--- src/shared/host_bridge_cfg_pkg.sv ---
package host_bridge_cfg_pkg;

   // configuration offsets (bytes); command and status share one dword
   localparam logic [7:0] CMD_OFFSET = 8'h04;
   localparam logic [7:0] STS_OFFSET = 8'h06;
   localparam logic [7:0] CAP_PTR_OFFSET = 8'h34;
   localparam int DW_LSB = 2;
   localparam int STS_SHIFT = 16;

   localparam logic [15:0] CMD_RESET = 16'h0006;
   localparam logic [15:0] STS_RESET = 16'h0090;
   // bits that read as constant 1; every other unlisted bit reads 0
   localparam logic [15:0] CMD_ONES = 16'h0006;
   localparam logic [15:0] STS_ONES = 16'h0090;

   localparam int CMD_FAST_B2B_BIT = 9;
   localparam int CMD_SERR_EN_BIT = 8;
   localparam int CMD_MWI_BIT = 4;
   localparam int CMD_BUS_MASTER_BIT = 2;
   localparam int CMD_MEM_SPACE_BIT = 1;
   localparam int STS_PARITY_ERR_BIT = 15;
   localparam int STS_SYS_ERR_BIT = 14;
   localparam int STS_MASTER_ABORT_BIT = 13;
   localparam int STS_TARGET_ABORT_BIT = 12;
   localparam int STS_SIG_ABORT_BIT = 11;
   localparam int STS_DATA_PARITY_BIT = 8;
   localparam int STS_FAST_B2B_BIT = 7;
   localparam int STS_CAP_LIST_BIT = 4;

   typedef struct packed {
      logic rd;
      logic wr;
      logic [7:0] addr;
      logic [3:0] be;
      logic [31:0] wdata;
   } cfg_req_t;

   typedef struct packed {
      logic ma_cpl;
      logic ma_cycle;
      logic ta_cpl;
      logic ta_cycle;
   } hub_evt_t;

endpackage : host_bridge_cfg_pkg

--- src/logic/host_bridge_cmd_status.sv ---
`timescale 1ns/1ps
module host_bridge_cmd_status
   import host_bridge_cfg_pkg::*;
#(
   parameter int ERR_COND_W = 8
) (
   input wire logic core_clk_i,                 // core clock, 20 MHz
   input wire logic rst_i,                      // sync reset, high
   input wire cfg_req_t cfg_req_i,              // config cycle request
   output logic cfg_ack_o,                      // access done
   output logic [31:0] cfg_rdata_o,             // read data
   input wire logic [ERR_COND_W-1:0] err_cond_i, // error events
   input wire logic [ERR_COND_W-1:0] err_cmd_en_i, // per-condition enables
   input wire logic other_func_serr_en_i,       // other functions' enables
   input wire hub_evt_t hub_evt_i,              // abort completions and abort cycles seen
   output logic serr_msg_o,                     // send one message
   output logic serr_mech_en_o,                 // message path enabled
   output logic bus_master_en_o,                // always 1
   output logic mem_space_en_o,                 // always 1
   output logic write_invalidate_o              // always 0
);

   if (ERR_COND_W < 1 || ERR_COND_W > 32) begin : g_chk
      $error("ERR_COND_W must be 1 to 32");
   end

   function automatic logic dw_hit(input logic [7:0] addr);
      dw_hit = (addr[7:DW_LSB] == CMD_OFFSET[7:DW_LSB]);
   endfunction : dw_hit

   // write touches the byte lane holding this dword bit
   function automatic logic lane_wr(input cfg_req_t r, input int bitpos);
      lane_wr = r.wr && dw_hit(r.addr) && r.be[bitpos / 8];
   endfunction : lane_wr

   logic system_error_msg_enable_r;
   logic serr_msg_r;
   logic serr_mech_en_r;
   logic cfg_ack_r;
   logic [31:0] cfg_rdata_r;
   logic [31:0] cfg_rdata_nxt;
   logic rd_hit_r;
   logic err_hit;
   logic signalled_system_error;
   logic received_master_abort;
   logic received_target_abort;
   logic sys_err_clr;
   logic [15:0] cmd_val;
   logic [15:0] sts_val;

   // only the enable is stored; hardwired bits come from constants
   always_ff @(posedge core_clk_i) begin
      if (rst_i) begin
         system_error_msg_enable_r <= CMD_RESET[CMD_SERR_EN_BIT];
      end else if (lane_wr(cfg_req_i, CMD_SERR_EN_BIT)) begin
         system_error_msg_enable_r <=
            cfg_req_i.wdata[CMD_SERR_EN_BIT];
      end
   end

   assign err_hit = |(err_cond_i & err_cmd_en_i);

   always_ff @(posedge core_clk_i) begin
      if (rst_i) begin
         serr_msg_r <= 1'b0;
      end else begin
         serr_msg_r <= system_error_msg_enable_r & err_hit;
      end
   end

   always_ff @(posedge core_clk_i) begin
      if (rst_i) begin
         serr_mech_en_r <= 1'b0;
      end else begin
         serr_mech_en_r <= system_error_msg_enable_r | other_func_serr_en_i;
      end
   end

   assign sys_err_clr = lane_wr(cfg_req_i, STS_SHIFT + STS_SYS_ERR_BIT) &&
      cfg_req_i.wdata[STS_SHIFT + STS_SYS_ERR_BIT];

   sticky_flag u_sys_err (
      .core_clk_i(core_clk_i),
      .rst_i(rst_i),
      .set_i(serr_msg_r),
      .clr_i(sys_err_clr),
      .q_o(signalled_system_error)
   );

   // abort flags have no clear path: read-only to software
   sticky_flag u_master_abort (
      .core_clk_i(core_clk_i),
      .rst_i(rst_i),
      .set_i(hub_evt_i.ma_cpl | hub_evt_i.ma_cycle),
      .clr_i(1'b0),
      .q_o(received_master_abort)
   );

   sticky_flag u_target_abort (
      .core_clk_i(core_clk_i),
      .rst_i(rst_i),
      .set_i(hub_evt_i.ta_cpl | hub_evt_i.ta_cycle),
      .clr_i(1'b0),
      .q_o(received_target_abort)
   );

   always_comb begin
      cmd_val = CMD_ONES;
      cmd_val[CMD_SERR_EN_BIT] = system_error_msg_enable_r;
   end

   always_comb begin
      sts_val = STS_ONES;
      sts_val[STS_SYS_ERR_BIT] = signalled_system_error;
      sts_val[STS_MASTER_ABORT_BIT] = received_master_abort;
      sts_val[STS_TARGET_ABORT_BIT] = received_target_abort;
   end

   always_comb begin
      cfg_rdata_nxt = '0;
      if (cfg_req_i.rd && dw_hit(cfg_req_i.addr)) begin
         cfg_rdata_nxt = {sts_val, cmd_val};
      end
   end

   // other offsets belong to neighbouring registers and read as zero here
   always_ff @(posedge core_clk_i) begin
      if (rst_i) begin
         cfg_rdata_r <= '0;
         rd_hit_r <= 1'b0;
      end else begin
         cfg_rdata_r <= cfg_rdata_nxt;
         rd_hit_r <= cfg_req_i.rd && dw_hit(cfg_req_i.addr);
      end
   end

   always_ff @(posedge core_clk_i) begin
      if (rst_i) begin
         cfg_ack_r <= 1'b0;
      end else begin
         cfg_ack_r <= cfg_req_i.rd | cfg_req_i.wr;
      end
   end

   assign cfg_ack_o = cfg_ack_r;
   assign cfg_rdata_o = cfg_rdata_r;
   assign serr_msg_o = serr_msg_r;
   assign serr_mech_en_o = serr_mech_en_r;
   assign bus_master_en_o = 1'b1;
   assign mem_space_en_o = 1'b1;
   assign write_invalidate_o = 1'b0;
endmodule : host_bridge_cmd_status

--- src/logic/sticky_flag.sv ---
`timescale 1ns/1ps
module sticky_flag (
   input wire logic core_clk_i, // core clock
   input wire logic rst_i,      // sync reset, high
   input wire logic set_i,      // event pulse
   input wire logic clr_i,      // clear request
   output logic q_o             // flag level
);
   logic q_r;

   // set beats clear so an event in the clearing cycle survives
   always_ff @(posedge core_clk_i) begin
      if (rst_i) begin
         q_r <= 1'b0;
      end else if (set_i) begin
         q_r <= 1'b1;
      end else if (clr_i) begin
         q_r <= 1'b0;
      end
   end

   assign q_o = q_r;
endmodule : sticky_flag

--- config.mk ---
export PLATFORM = sky130hd
export DESIGN_NAME = host_bridge_cmd_status
export DESIGN_NICKNAME = d
export VERILOG_FILES = /design/src/shared/host_bridge_cfg_pkg.sv /design/src/logic/host_bridge_cmd_status.sv /design/src/logic/sticky_flag.sv
export SDC_FILE = /design/constraint.sdc
export NUM_CORES = 1
export LEC_CHECK = 0
export BUFFER_PORTS_ARGS = -buffer_cell sky130_fd_sc_hd__buf_2
export CAP_MARGIN = 10
export CORE_MARGIN = 4
export CORE_UTILIZATION = 28
export DETAILED_ROUTE_END_ITERATION = 8
export PLACE_DENSITY = 0.8
export SYNTH_ARGS = -nofsm -noshare
export SYNTH_HDL_FRONTEND = slang
export SYNTH_SLANG_ARGS = --single-unit
--- constraint.sdc ---
create_clock -name core_clk_i -period 1.4 [get_ports core_clk_i]
set_input_delay 0.42 -clock core_clk_i [delete_from_list [all_inputs] [get_ports core_clk_i]]
set_output_delay 0.42 -clock core_clk_i [all_outputs]
set_load 0.02 [all_outputs]
## Yosys cells after proc, flatten, opt, wreduce, memory -nomap -nowiden

Index checks and enable logic that the tools add are counted.
Widths: inputs -> output; s select.

| storage, ports and cells | value |
|---|---|
| register bits | 39 |
| latch bits | 0 |
| bits in writable memories | 0 |
| ROM bits | 0 |
| input port bits | 69 |
| output and inout port bits | 38 |
| word-level logic and storage cells | 28 |
| memories | 0 |

| operators by class | value |
|---|---|
| add/subtract/negate cells | 0 |
| multipliers | 0 |
| div/mod/pow operators | 0 |
| $lt $le $gt $ge | 0 |
| eq/ne operators | 1 |
| shifts and indexed selects | 0 |
| muxes and demuxes | 3 |
| bitwise operators | 7 |
| reductions and logical operators | 8 |

Operators by type and width:

| cell | count |
|---|---|
| $mux 24 | 1 |
| $and 8x8->8 | 1 |
| $reduce_or 8->1 | 1 |
| $eq 6x1->1 const B | 1 |
| $logic_and 1x1->1 | 5 |
| $or 1x1->1 | 4 |
| $mux 1 | 2 |
| $reduce_bool 2->1 | 1 |
| $reduce_or 2->1 | 1 |
| $and 1x1->1 | 1 |
| $not 1->1 | 1 |

## Depth between registers and ports, before layout

Gate-level depths: netlist (run 1).

| logic depth | value |
|---|---|
| word-level depth | 6 |
| mapped depth | 3 |
| depth with buffers taken out | 3 |

## By module

From an unflattened synthesis (run 1), not the netlist that was laid out.

| second synthesis, totals | value |
|---|---|
| cells, all modules | 78 |
| area, all modules | 718.2 um^2 |

By module, submodules not included:

| module | times used | cells an instance | area an instance (um^2) | seq. area each (um^2) |
|---|---|---|---|---|
| host_bridge_cmd_status | 1 | 66 | 601.8 | 180.2 |
| sticky_flag | 3 | 4 | 38.8 | 20.0 |

## Worst setup path before layout (run 1)

Ideal clock, no wire load.

| path | value |
|---|---|
| path type | in2reg |
| start | in cfg_req_i[43] (netlist bit) |
| end | reg cfg_rdata_r[8], in the netlist cfg_rdata_o[8] |
| setup time | 59 ps |
| arrival time | 1081 ps |
| required time | 1341 ps |
| slack | 260 ps |
| stages on the path | 3 |
| buffers on the path | 0 |
| path through | nor4b_4 -> and4b_4 -> and2_1 |

| on the way | value |
|---|---|
| word-level cells in the longest chain between the ends | 4 |

Ends and longest elaborated chain:

| what | RTL line | text |
|---|---|---|
| from (decl) | host_bridge_cmd_status.sv:9 | `input wire cfg_req_t cfg_req_i,` |
| $eq 6x1->1 | n/a |  |
| $logic_and 1x1->1 | n/a |  |
| $not 1->1 (no source line) | n/a |  |
| $reduce_or 2->1 (no source line) | n/a |  |
| to (signal assigned) | host_bridge_cmd_status.sv:132 | `cfg_rdata_r <= cfg_rdata_nxt;` |
| to (decl) | host_bridge_cmd_status.sv:40 | `logic [31:0] cfg_rdata_r;` |

No other way between the ends.
A chain may end at the register's enable or synchronous reset.

## Worst setup path in the final report (run 1)

| path | value |
|---|---|
| start | reg serr_msg_r, in the netlist serr_msg_o |
| end | out serr_msg_o |

RTL lines:

| what | RTL line | text |
|---|---|---|
| from (decl) | host_bridge_cmd_status.sv:37 | `logic serr_msg_r;` |
| from (signal assigned) | host_bridge_cmd_status.sv:67 | `serr_msg_r <= system_error_msg_enable_r & err_hit;` |
| to (decl) | host_bridge_cmd_status.sv:16 | `output logic serr_msg_o,` |

No word-level cell between the ends.

==> results of run 1 <==
cells by family (layout without fill, tap and decap cells):
family,after synthesis,count (layout)
AOI/OAI and AO/OA,7,7
buffers and inverters,30,49
and+or+nand+nor,20,20
other,2,27
DFF,12,12
muxes,1,1
where the power goes:
group | internal (mW) | total, mW | switching, mW
Clock | 0.158 | 0.270 | 0.112
Sequential | 0.349 | 0.351 | 0.00272
Combinational | 0.0497 | 0.149 | 0.0989
stage by stage:
step | hold WS (ns) | total power [mW] | utilization (%)
2_1_floorplan | 0.430 | 0.506 | -
3_3_place_gp | 0.448 | 0.503 | 35.7
3_5_place_dp | 0.455 | 0.507 | 35.7
4_1_cts | 0.351 | 0.773 | 37.3
5_1_grt | 0.363 | 0.801 | 37.3
6_report | 0.351 | 0.770 | 37.3
layout make-up:
cell class	count	area, um^2
repair buffers	45	225
flip-flops and latches	12	240
well taps	28	35.0
fillers	244	1400
multi-input cells	55	297
clock buffers	4	36.3
how the worst min path moves through the flow:
stage	start	endpoint	slack, ns	cells past startpoint
floorplan	u_sys_err.q_o	cfg_rdata_o[30]	0.43	1
global placement	u_sys_err.q_o	cfg_rdata_o[30]	0.45	1
detailed placement	u_sys_err.q_o	cfg_rdata_o[30]	0.46	1
CTS	other_func_serr_en_i	serr_mech_en_o	0.35	3
global route	hub_evt_i[3]	u_master_abort.q_o	0.36	3
finish	other_func_serr_en_i	serr_mech_en_o	0.35	3
flip-flops by register name (all words and copies together), names as in the netlist:
signal / count
u_master_abort.q_o: 1
serr_mech_en_o: 1
cfg_ack_o: 1
u_sys_err.q_o: 1
serr_msg_o: 1
system_error_msg_enable_r: 1
u_target_abort.q_o: 1
cfg_rdata_o: 5
routing by layer:
| layer | GRT usage (%) | vias to the layer above | wire length (um) |
|---|---|---|---|
| li1 | - | 272 | - |
| met1 | 6.86 | 258 | 393 |
| met5 | 0 | - | 0 |
| met2 | 16.5 | 48 | 774 |
| met3 | 5.06 | 0 | 300 |
| met4 | 3.97 | 0 | 0 |
placed cells by master (no fill, tap or decap), drive strengths merged:
cell and instances:
a31oi 1, dfxtp 12, o21bai 1, nor4b 1, buf 45, nand2b 2
clkbuf 4, and4b 1, nor2 7, nor3b 1, nor3 2, nand3 1
and3b 1, conb 27, mux2i 1, a22oi 4, a41oi 1, and2 4
==> results.ini, run 1 <==
[synth]
synthMuxAreaShare_pct = 1.50
synth.ff_latch_count = 12
synthTopCellsByArea = dfxtp_1 (36%), buf_4 (34%), a22oi_1 (4.5%), nor2_1 (3.9%), and2_1 (3.7%)
synth_top_family_by_area = buffers and inverters
yosysMostFrequentCell = buf_4
synth_edf_count = 0
synthXorXnorAreaFrac_pct = 0
synthTopCellsByCount = buf_4 (30), dfxtp_1 (12), nor2_1 (7), a22oi_1 (4), and2_1 (4)
syn-cell-area_um2 = 668
synth.largest_area_cell = dfxtp_1
ys_seq_area_share_pct = 36.0
synth.distinct_cells = 17
synth-async-reset-ratio_pct = 0
synth_warnings = 0
netlist_instances = 72
yosys.area_share.simple_pct = 19.9
synth.avg_cell_area_um2 = 9.28
synth_compound_area_share_pct = 7.87
synthFlopType = dfxtp_1
synthAdderAreaFrac_pct = 0
yosysTopAreaCellShare_pct = 36.0

[place]
place_congestion = 0.720
place_ws_ns = 0.0701
io_buffer_count = 45
dpl_cell_area_um2 = 797
dp.cells = 140
dp_hpwl_mm = 1.32

[critical_path]
cp-end-kind = primary output
cp.required_ns = 0.98
critical_path.max_fanout = 3
path_buf_inv = 1
slowest_stage = dfxtp_1
r2r_setup_slack_ns = 0.61
cpLargestDelayFamily = flip-flops
cpPeakStageDelay_ns = 0.36
reg2reg_from = serr_msg_o
start_kind = register
crit_arrival_ns = 0.80
criticalPathCategory = register to primary output
crit_end = serr_msg_o
worst-path-stages = 1
r2r_cells = 2
r2r_end = u_sys_err.q_o
crit_path_start = serr_msg_o
path_cells = buf_2

[clock_network]
h-tree-depth = 1
path_clk_slew_ns = 0.07
cts.sink_count = 12
postCtsSetupBuffers = 0
postCtsResizedCells = 0
cts_tree = yes
clock_path_buffers = 2
cts-buffers-inserted = 3
cts_root_buf = clkbuf_4
hold_buffers = 0
clkLatencyLatePin_ns = 0.27

[worst_hold_path]
min_path_type = input port to register

[global_routing]
grt_first_pass_wirelength_mm = 2.16
overflow = 0
grt_max_degree = 9
antenna_found_initial = 0
track_usage_pct = 8.65
grt_pass1_vias = 566

[sta]
setup_violations = 0
fmax_mhz = 818
drv_slew = 0
hold_viol = 0
period_minus_slack_ns = 1.22
finalCritPeriodShare_pct = 87.4
fin_ws_ns = 0.177
final.setup.tns_ns = 0
fin_skew_ns = 0.00206
rsz0062_at_grt = no

[routing]
first_iter_violations = 3
route.detailed.drc = 0
wirelength_mm = 1.47
viasPerCell = 4.01
wl_per_cell_um = 10.2
num_vias = 578
first_pass_iters = 4
postRouteAntennaNets = 0

[status]
status = completed

[die]
die_x_um = 56.9
core_area_um2 = 2230
die_h_um = 56.9
start_util_pct = 29.9
dieArea_um2 = 3230
ios = 107
num_rows = 17

[pwr]
p_per_area_nw_per_um2 = 924
ir_worst_vdd_mv = 0.383
p_leak_nw = 0.479

[cells_and_area]
syn_to_final_growth_pct = 24.7
drive_gt1_share_pct = 44.0
fin_cells = 144
antenna_cells = 0
design_area_um2 = 833
final_nets = 186

[run]
max-cap-violations = 0

Power figures use the tool's default switching activity.
==> run 2, diff against run 1 <==
Settings changed: CORE_ASPECT_RATIO set to 0.75, CORE_UTILIZATION 28 to 29, CTS_BUF_LIST set to sky130_fd_sc_hd__clkbuf_4, PLACE_DENSITY 0.8 to 0.82.
==> run 2 against run 1 <==
Compared with the run above:
- utilization increased by 1.6 points
- register-to-register slack gained 0.04 ns
- wire length down 6.5%
- design area decreased by 1.8%
- sequential share of layout area rose by 0.53 points
- first-iteration DRC count rose to 6.7 times the previous value
- fmax up 0.63%
- flip-flop and latch count stayed put
- combinational power is essentially flat
- die area fell by 2.7%
==> results.ini, run 2 (synthesis gave the netlist of run 1 again) <==
[status]
status = completed

[global_routing]
grt_pass1_vias = 481  ; -15%
track_usage_pct = 8.35  ; -0.29 points
grt_first_pass_wirelength_mm = 2.04  ; -5.4%
antenna_found_initial = 0  ; unchanged
grt_max_degree = 9  ; unchanged
overflow = 0  ; unchanged

[pwr]
p_per_area_nw_per_um2 = 866  ; -6.2%
p_leak_nw = 0.474  ; -1.2%
ir_worst_vdd_mv = 0.196  ; -49%

[sta]
fin_ws_ns = 0.184  ; +0.00766 ns
drv_slew = 0  ; unchanged
finalCritPeriodShare_pct = 86.8  ; -0.55 points
final.setup.tns_ns = 0  ; unchanged
hold_viol = 0  ; unchanged
fmax_mhz = 823  ; +0.63%
fin_skew_ns = 0.00444  ; +0.00238 ns
period_minus_slack_ns = 1.22  ; -0.00766 ns
rsz0062_at_grt = no
setup_violations = 0  ; unchanged

[clock_network]
clkLatencyLatePin_ns = 0.26  ; about the same
h-tree-depth = 1  ; unchanged
postCtsResizedCells = 0  ; unchanged
cts_tree = yes
postCtsSetupBuffers = 0  ; unchanged
clock_path_buffers = 2  ; unchanged
hold_buffers = 0  ; unchanged
cts.sink_count = 12  ; unchanged
cts-buffers-inserted = 3  ; unchanged
cts_root_buf = clkbuf_4
path_clk_slew_ns = 0.07  ; about the same

[die]
start_util_pct = 31.8  ; +1.9 points
ios = 107  ; unchanged
core_area_um2 = 2100  ; -5.9%
num_rows = 14  ; -3
die_x_um = 63.4  ; +12%
die_h_um = 49.6  ; -13%
dieArea_um2 = 3140  ; -2.7%

[run]
max-cap-violations = 0  ; unchanged

[routing]
num_vias = 537  ; -7.1%
first_iter_violations = 20  ; +17
first_pass_iters = 4  ; unchanged
wl_per_cell_um = 9.79  ; -3.9%
wirelength_mm = 1.37  ; -6.5%
route.detailed.drc = 0  ; unchanged
viasPerCell = 3.84  ; -4.4%
postRouteAntennaNets = 0  ; unchanged

[worst_hold_path]
worstHoldStart = other_func_serr_en_i
min_path_type = input port to register
whs_endpoint = serr_mech_en_o
hold_depth = 3  ; unchanged

[critical_path]
cp-end-kind = primary output
slowest_stage = dfxtp_1
reg2reg_from = serr_msg_o
path_cells = buf_2
critical_path.max_fanout = 3  ; unchanged
r2r_setup_slack_ns = 0.65  ; +0.04 ns
crit_arrival_ns = 0.80  ; about the same
start_kind = register
r2r_end = u_sys_err.q_o
path_buf_inv = 1  ; unchanged
cpPeakStageDelay_ns = 0.36  ; about the same
r2r_cells = 2  ; unchanged
cpLargestDelayFamily = flip-flops
criticalPathCategory = register to primary output
cp.required_ns = 0.98  ; about the same

[cells_and_area]
final_nets = 186  ; unchanged
final_common_cell = buf_2
largest_register_ffs = 5  ; unchanged
layout_common_cells = buf_2 (45), conb_1 (27), dfxtp_1 (12), nor2_1 (7)
antenna_cells = 0  ; unchanged
syn_to_final_growth_pct = 22.5
drive_gt1_share_pct = 43.1  ; -0.86 points

[place]
dp_hpwl_mm = 1.22  ; -7.6%
io_buffer_count = 45  ; unchanged
place_congestion = 0.733  ; +1.8%
place_ws_ns = 0.0623  ; -0.00787 ns

## run 2: cell count changes in the layout (fill, tap and decap cells not counted)
cell	before	now
clkinv_1	0	1
clkbuf_8	1	0
## run 2: cell type report
| type | instances | area (um^2) |
|---|---|---|
| Multi-Input combinational cell | 55 | 297 |
| Sequential cell | 12 | 240 |
| Clock buffer | 3 | 22.5 |
| Tap cell | 24 | 30.0 |
| Clock inverter | 1 | 3.75 |
| Fill cell | 211 | 1280 |
| Timing Repair Buffer | 45 | 225 |
## run 2: worst max-delay path by stage
| stage | to | depth (start not counted) | slack [ns] | start |
|---|---|---|---|---|
| 6_report | serr_msg_o | 1 | 0.18 | serr_msg_o |
| 5_1_grt | serr_msg_o | 1 | 0.13 | serr_msg_o |
| 4_1_cts | serr_msg_o | 1 | 0.17 | serr_msg_o |
| 3_5_place_dp | cfg_rdata_o[29] | 4 | 0.06 | cfg_req_i[43] |
| 3_3_place_gp | cfg_rdata_o[28] | 4 | 0.09 | cfg_req_i[43] |
| 2_1_floorplan | cfg_rdata_o[8] | 3 | 0.26 | cfg_req_i[43] |
## run 2: per-stage QoR
step                      cells  instance area (um^2)  util, %  hold slack (ns)  power (mW)
after floorplan              97                   762        -            0.430       0.506
after global placement      136                   792     37.7            0.441       0.503
after detailed placement    136                   792     37.7            0.443       0.505
after global routing        140                   818     38.9            0.348       0.757
final                       140                   818     38.9            0.357       0.709
after CTS                   140                   818     38.9            0.354       0.718
## run 2: layer usage
metal	global-route usage [%]	part of all wire [%]
met4	3.23	0.73
met5	0	0
met2	14.4	50
met3	5.68	16
met1	7.80	33
## run 2: report_power, final
part           internal [mW]  leakage (nW)  total (mW)  switching [mW]
clock                  0.103        0.0154       0.210           0.107
sequential             0.349        0.0980       0.351         0.00230
combinational         0.0497         0.360       0.148          0.0980
total                  0.501         0.474       0.709           0.208
==> run 3, diff against run 2 <==
Settings changed: ABC_AREA set to 1, CORE_UTILIZATION 29 to 30, PLACE_DENSITY 0.82 to 0.83.
==> run 3 against run 2 <==
Compared with the run above:
- global-route usage grew 0.56 points
- area after synthesis rose by 5.6%
- die area up 1.8%
- sequential power is essentially flat
- design area is 5.8% higher
- combinational power increased by 3%
- cell count rose by 25%
- worst hold slack got worse by 0.0088 ns
- critical path type unchanged
- critical endpoint is now cfg_rdata_o[1]
- largest power group unchanged
==> results.ini, run 3 <==
[critical_path]
cp-end-kind = primary output
critical_path.max_fanout = 4  ; +1
worst-path-stages = 1  ; unchanged
cp.required_ns = 0.98  ; about the same
cpPeakStageDelay_ns = 0.35  ; about the same
cpLargestDelayFamily = flip-flops
slowest_stage = dfxtp_1
criticalPathCategory = register to primary output
r2r_cells = 2  ; unchanged
path_buf_inv = 1  ; unchanged
crit_arrival_ns = 0.79  ; about the same
start_kind = register
path_cells = buf_2

[synth]
synth_warnings = 0  ; unchanged
synth.largest_area_cell = dfxtp_1
yosysMostFrequentCell = buf_4
synth-async-reset-ratio_pct = 0  ; unchanged
synthFlopType = dfxtp_1
ys_seq_area_share_pct = 34.0  ; -1.9 points
synthTopCellsByArea = dfxtp_1 (34%), buf_4 (32%), nand2_1 (8.5%), inv_1 (7.4%), nor2_1 (6.9%)
synth.distinct_cells = 11  ; -6
netlist_instances = 99  ; +38%
yosysTopAreaCellShare_pct = 34.0  ; -1.9 points
synthTopCellsByCount = buf_4 (30), nand2_1 (16), inv_1 (14), nor2_1 (13), dfxtp_1 (12)
syn-cell-area_um2 = 706  ; +5.6%
synth.avg_cell_area_um2 = 7.13  ; -23%
synth.ff_latch_count = 12  ; unchanged
synth_edf_count = 0  ; unchanged

[worst_hold_path]
hold_depth = 3  ; unchanged
min_path_type = input port to register

[sta]
fin_skew_ns = 0.00227  ; -0.00217 ns
rsz0062_at_grt = no
setup_violations = 0  ; unchanged
final.setup.tns_ns = 0  ; unchanged
period_minus_slack_ns = 1.21  ; -0.00806 ns
hold_viol = 0  ; unchanged
finalCritPeriodShare_pct = 86.2  ; -0.58 points
fmax_mhz = 828  ; +0.67%
drv_slew = 0  ; unchanged

[die]
start_util_pct = 33.3  ; +1.5 points
num_rows = 14  ; unchanged
dieArea_um2 = 3200  ; +1.8%
die_h_um = 50  ; +0.87%
ios = 107  ; unchanged
die_x_um = 64.0  ; +0.91%
core_area_um2 = 2120  ; +0.83%

[clock_network]
cts-buffers-inserted = 3  ; unchanged
cts_root_buf = clkbuf_4
cts.sink_count = 12  ; unchanged
cts_tree = yes
postCtsResizedCells = 0  ; unchanged
path_clk_slew_ns = 0.07  ; about the same
postCtsSetupBuffers = 0  ; unchanged
hold_buffers = 0  ; unchanged
h-tree-depth = 1  ; unchanged
clkLatencyLatePin_ns = 0.26  ; about the same
clock_path_buffers = 2  ; unchanged

[cells_and_area]
syn_to_final_growth_pct = 22.7
seq_area_um2 = 240  ; unchanged
largest_register_ffs = 5  ; unchanged
final_nets = 213  ; +15%
drive_gt1_share_pct = 35.0  ; -8.1 points
layout_common_cells = buf_2 (45), conb_1 (27), nand2_1 (16), inv_1 (14), nor2_1 (13)
final_common_cell = buf_2
n_fill_cell = 242  ; +15%
multi_input_area_um2 = 282  ; -5.1%
design_area_um2 = 866  ; +5.8%
antenna_cells = 0  ; unchanged

[global_routing]
antenna_found_initial = 0  ; unchanged
grt_first_pass_wirelength_mm = 2.24  ; +9.5%
overflow = 0  ; unchanged
track_usage_pct = 8.91  ; +0.56 points
grt_pass1_vias = 521  ; +8.3%
grt_max_degree = 8  ; -1

[pwr]
p_leak_nw = 0.533  ; +12%
p_per_area_nw_per_um2 = 820  ; -5.3%
ir_worst_vdd_mv = 0.303  ; +55%

[status]
status = completed

[routing]
route.detailed.drc = 0  ; unchanged
wirelength_mm = 1.36  ; -1.0%
postRouteAntennaNets = 0  ; unchanged
first_iter_violations = 6  ; -70%
wl_per_cell_um = 7.75  ; -21%
first_pass_iters = 4  ; unchanged
num_vias = 591  ; +10%
viasPerCell = 3.38  ; -12%

[place]
dpl_cell_area_um2 = 840  ; +6.0%
io_buffer_count = 45  ; unchanged
place_congestion = 0.759  ; +3.5%
dp_hpwl_mm = 1.22  ; about the same

[run]
max-cap-violations = 0  ; unchanged

==> run 3: metal layers <==
metal  part of all wire [%]  up-vias  global-route usage, %  wire length, um
met1                     34      221                   10.3              464
li1                       -      327                      -                -
met3                     19        2                   5.23              253
met2                     47       41                   14.1              632
met4                   0.52        0                   2.15                7
met5                      0        -                      0                0
==> run 3: layout make-up <==
class	instances	share of cell area (%)
Multi-Input combinational cell	68	32.5
Sequential cell	12	27.7
Timing Repair Buffer	45	26.0
Inverter	14	6.07
Tap cell	32	4.62
Clock buffer	3	2.60
Clock inverter	1	0.434
==> run 3: path summary, 6_finish.rpt <==
path	startpoint	end	slack [ns]
worst max register to register	system_error_msg_enable_r	serr_msg_o	0.69
worst min register to register	u_target_abort.q_o	cfg_rdata_o[28]	0.43
worst min-delay path	other_func_serr_en_i	serr_mech_en_o	0.35
worst max-delay path	cfg_rdata_o[20]	cfg_rdata_o[1]	0.19
==> run 3: report_power, final <==
part           leakage, nW  switching, mW  internal, mW  total, mW
clock               0.0154          0.103         0.103      0.206
sequential          0.0980        0.00168         0.349      0.351
combinational        0.419          0.105        0.0482      0.153
total                0.533          0.210         0.500      0.710
==> run 3: cells by family (layout without fill, tap and decap cells) <==
group / after synthesis / after routing / share of synthesized area [%]
AOI/OAI and AO/OA: 5 / 5 / 4.26
buffers and inverters: 44 / 63 / 39.4
DFF: 12 / 12 / 34.0
other: 2 / 27 / 1.06
and+or+nand+nor: 36 / 36 / 21.3
==> run 3: per-stage QoR <==
stage	utilization [%]	setup slack (ns)	power [mW]	instances	hold WS (ns)
after CTS	40.9	0.176	0.721	175	0.343
after floorplan	-	0.340	0.512	124	0.408
after global placement	39.6	0.193	0.509	171	0.421
after detailed placement	39.6	0.178	0.511	171	0.421
after global routing	40.9	0.126	0.764	175	0.366
final	40.9	0.193	0.710	175	0.348
==> run 3: worst register-to-register path, stage by stage (launching register included) <==
cell and delay (ns):
dfxtp_1 0.37, nand2_1 0.07, o21ba_2 0.22
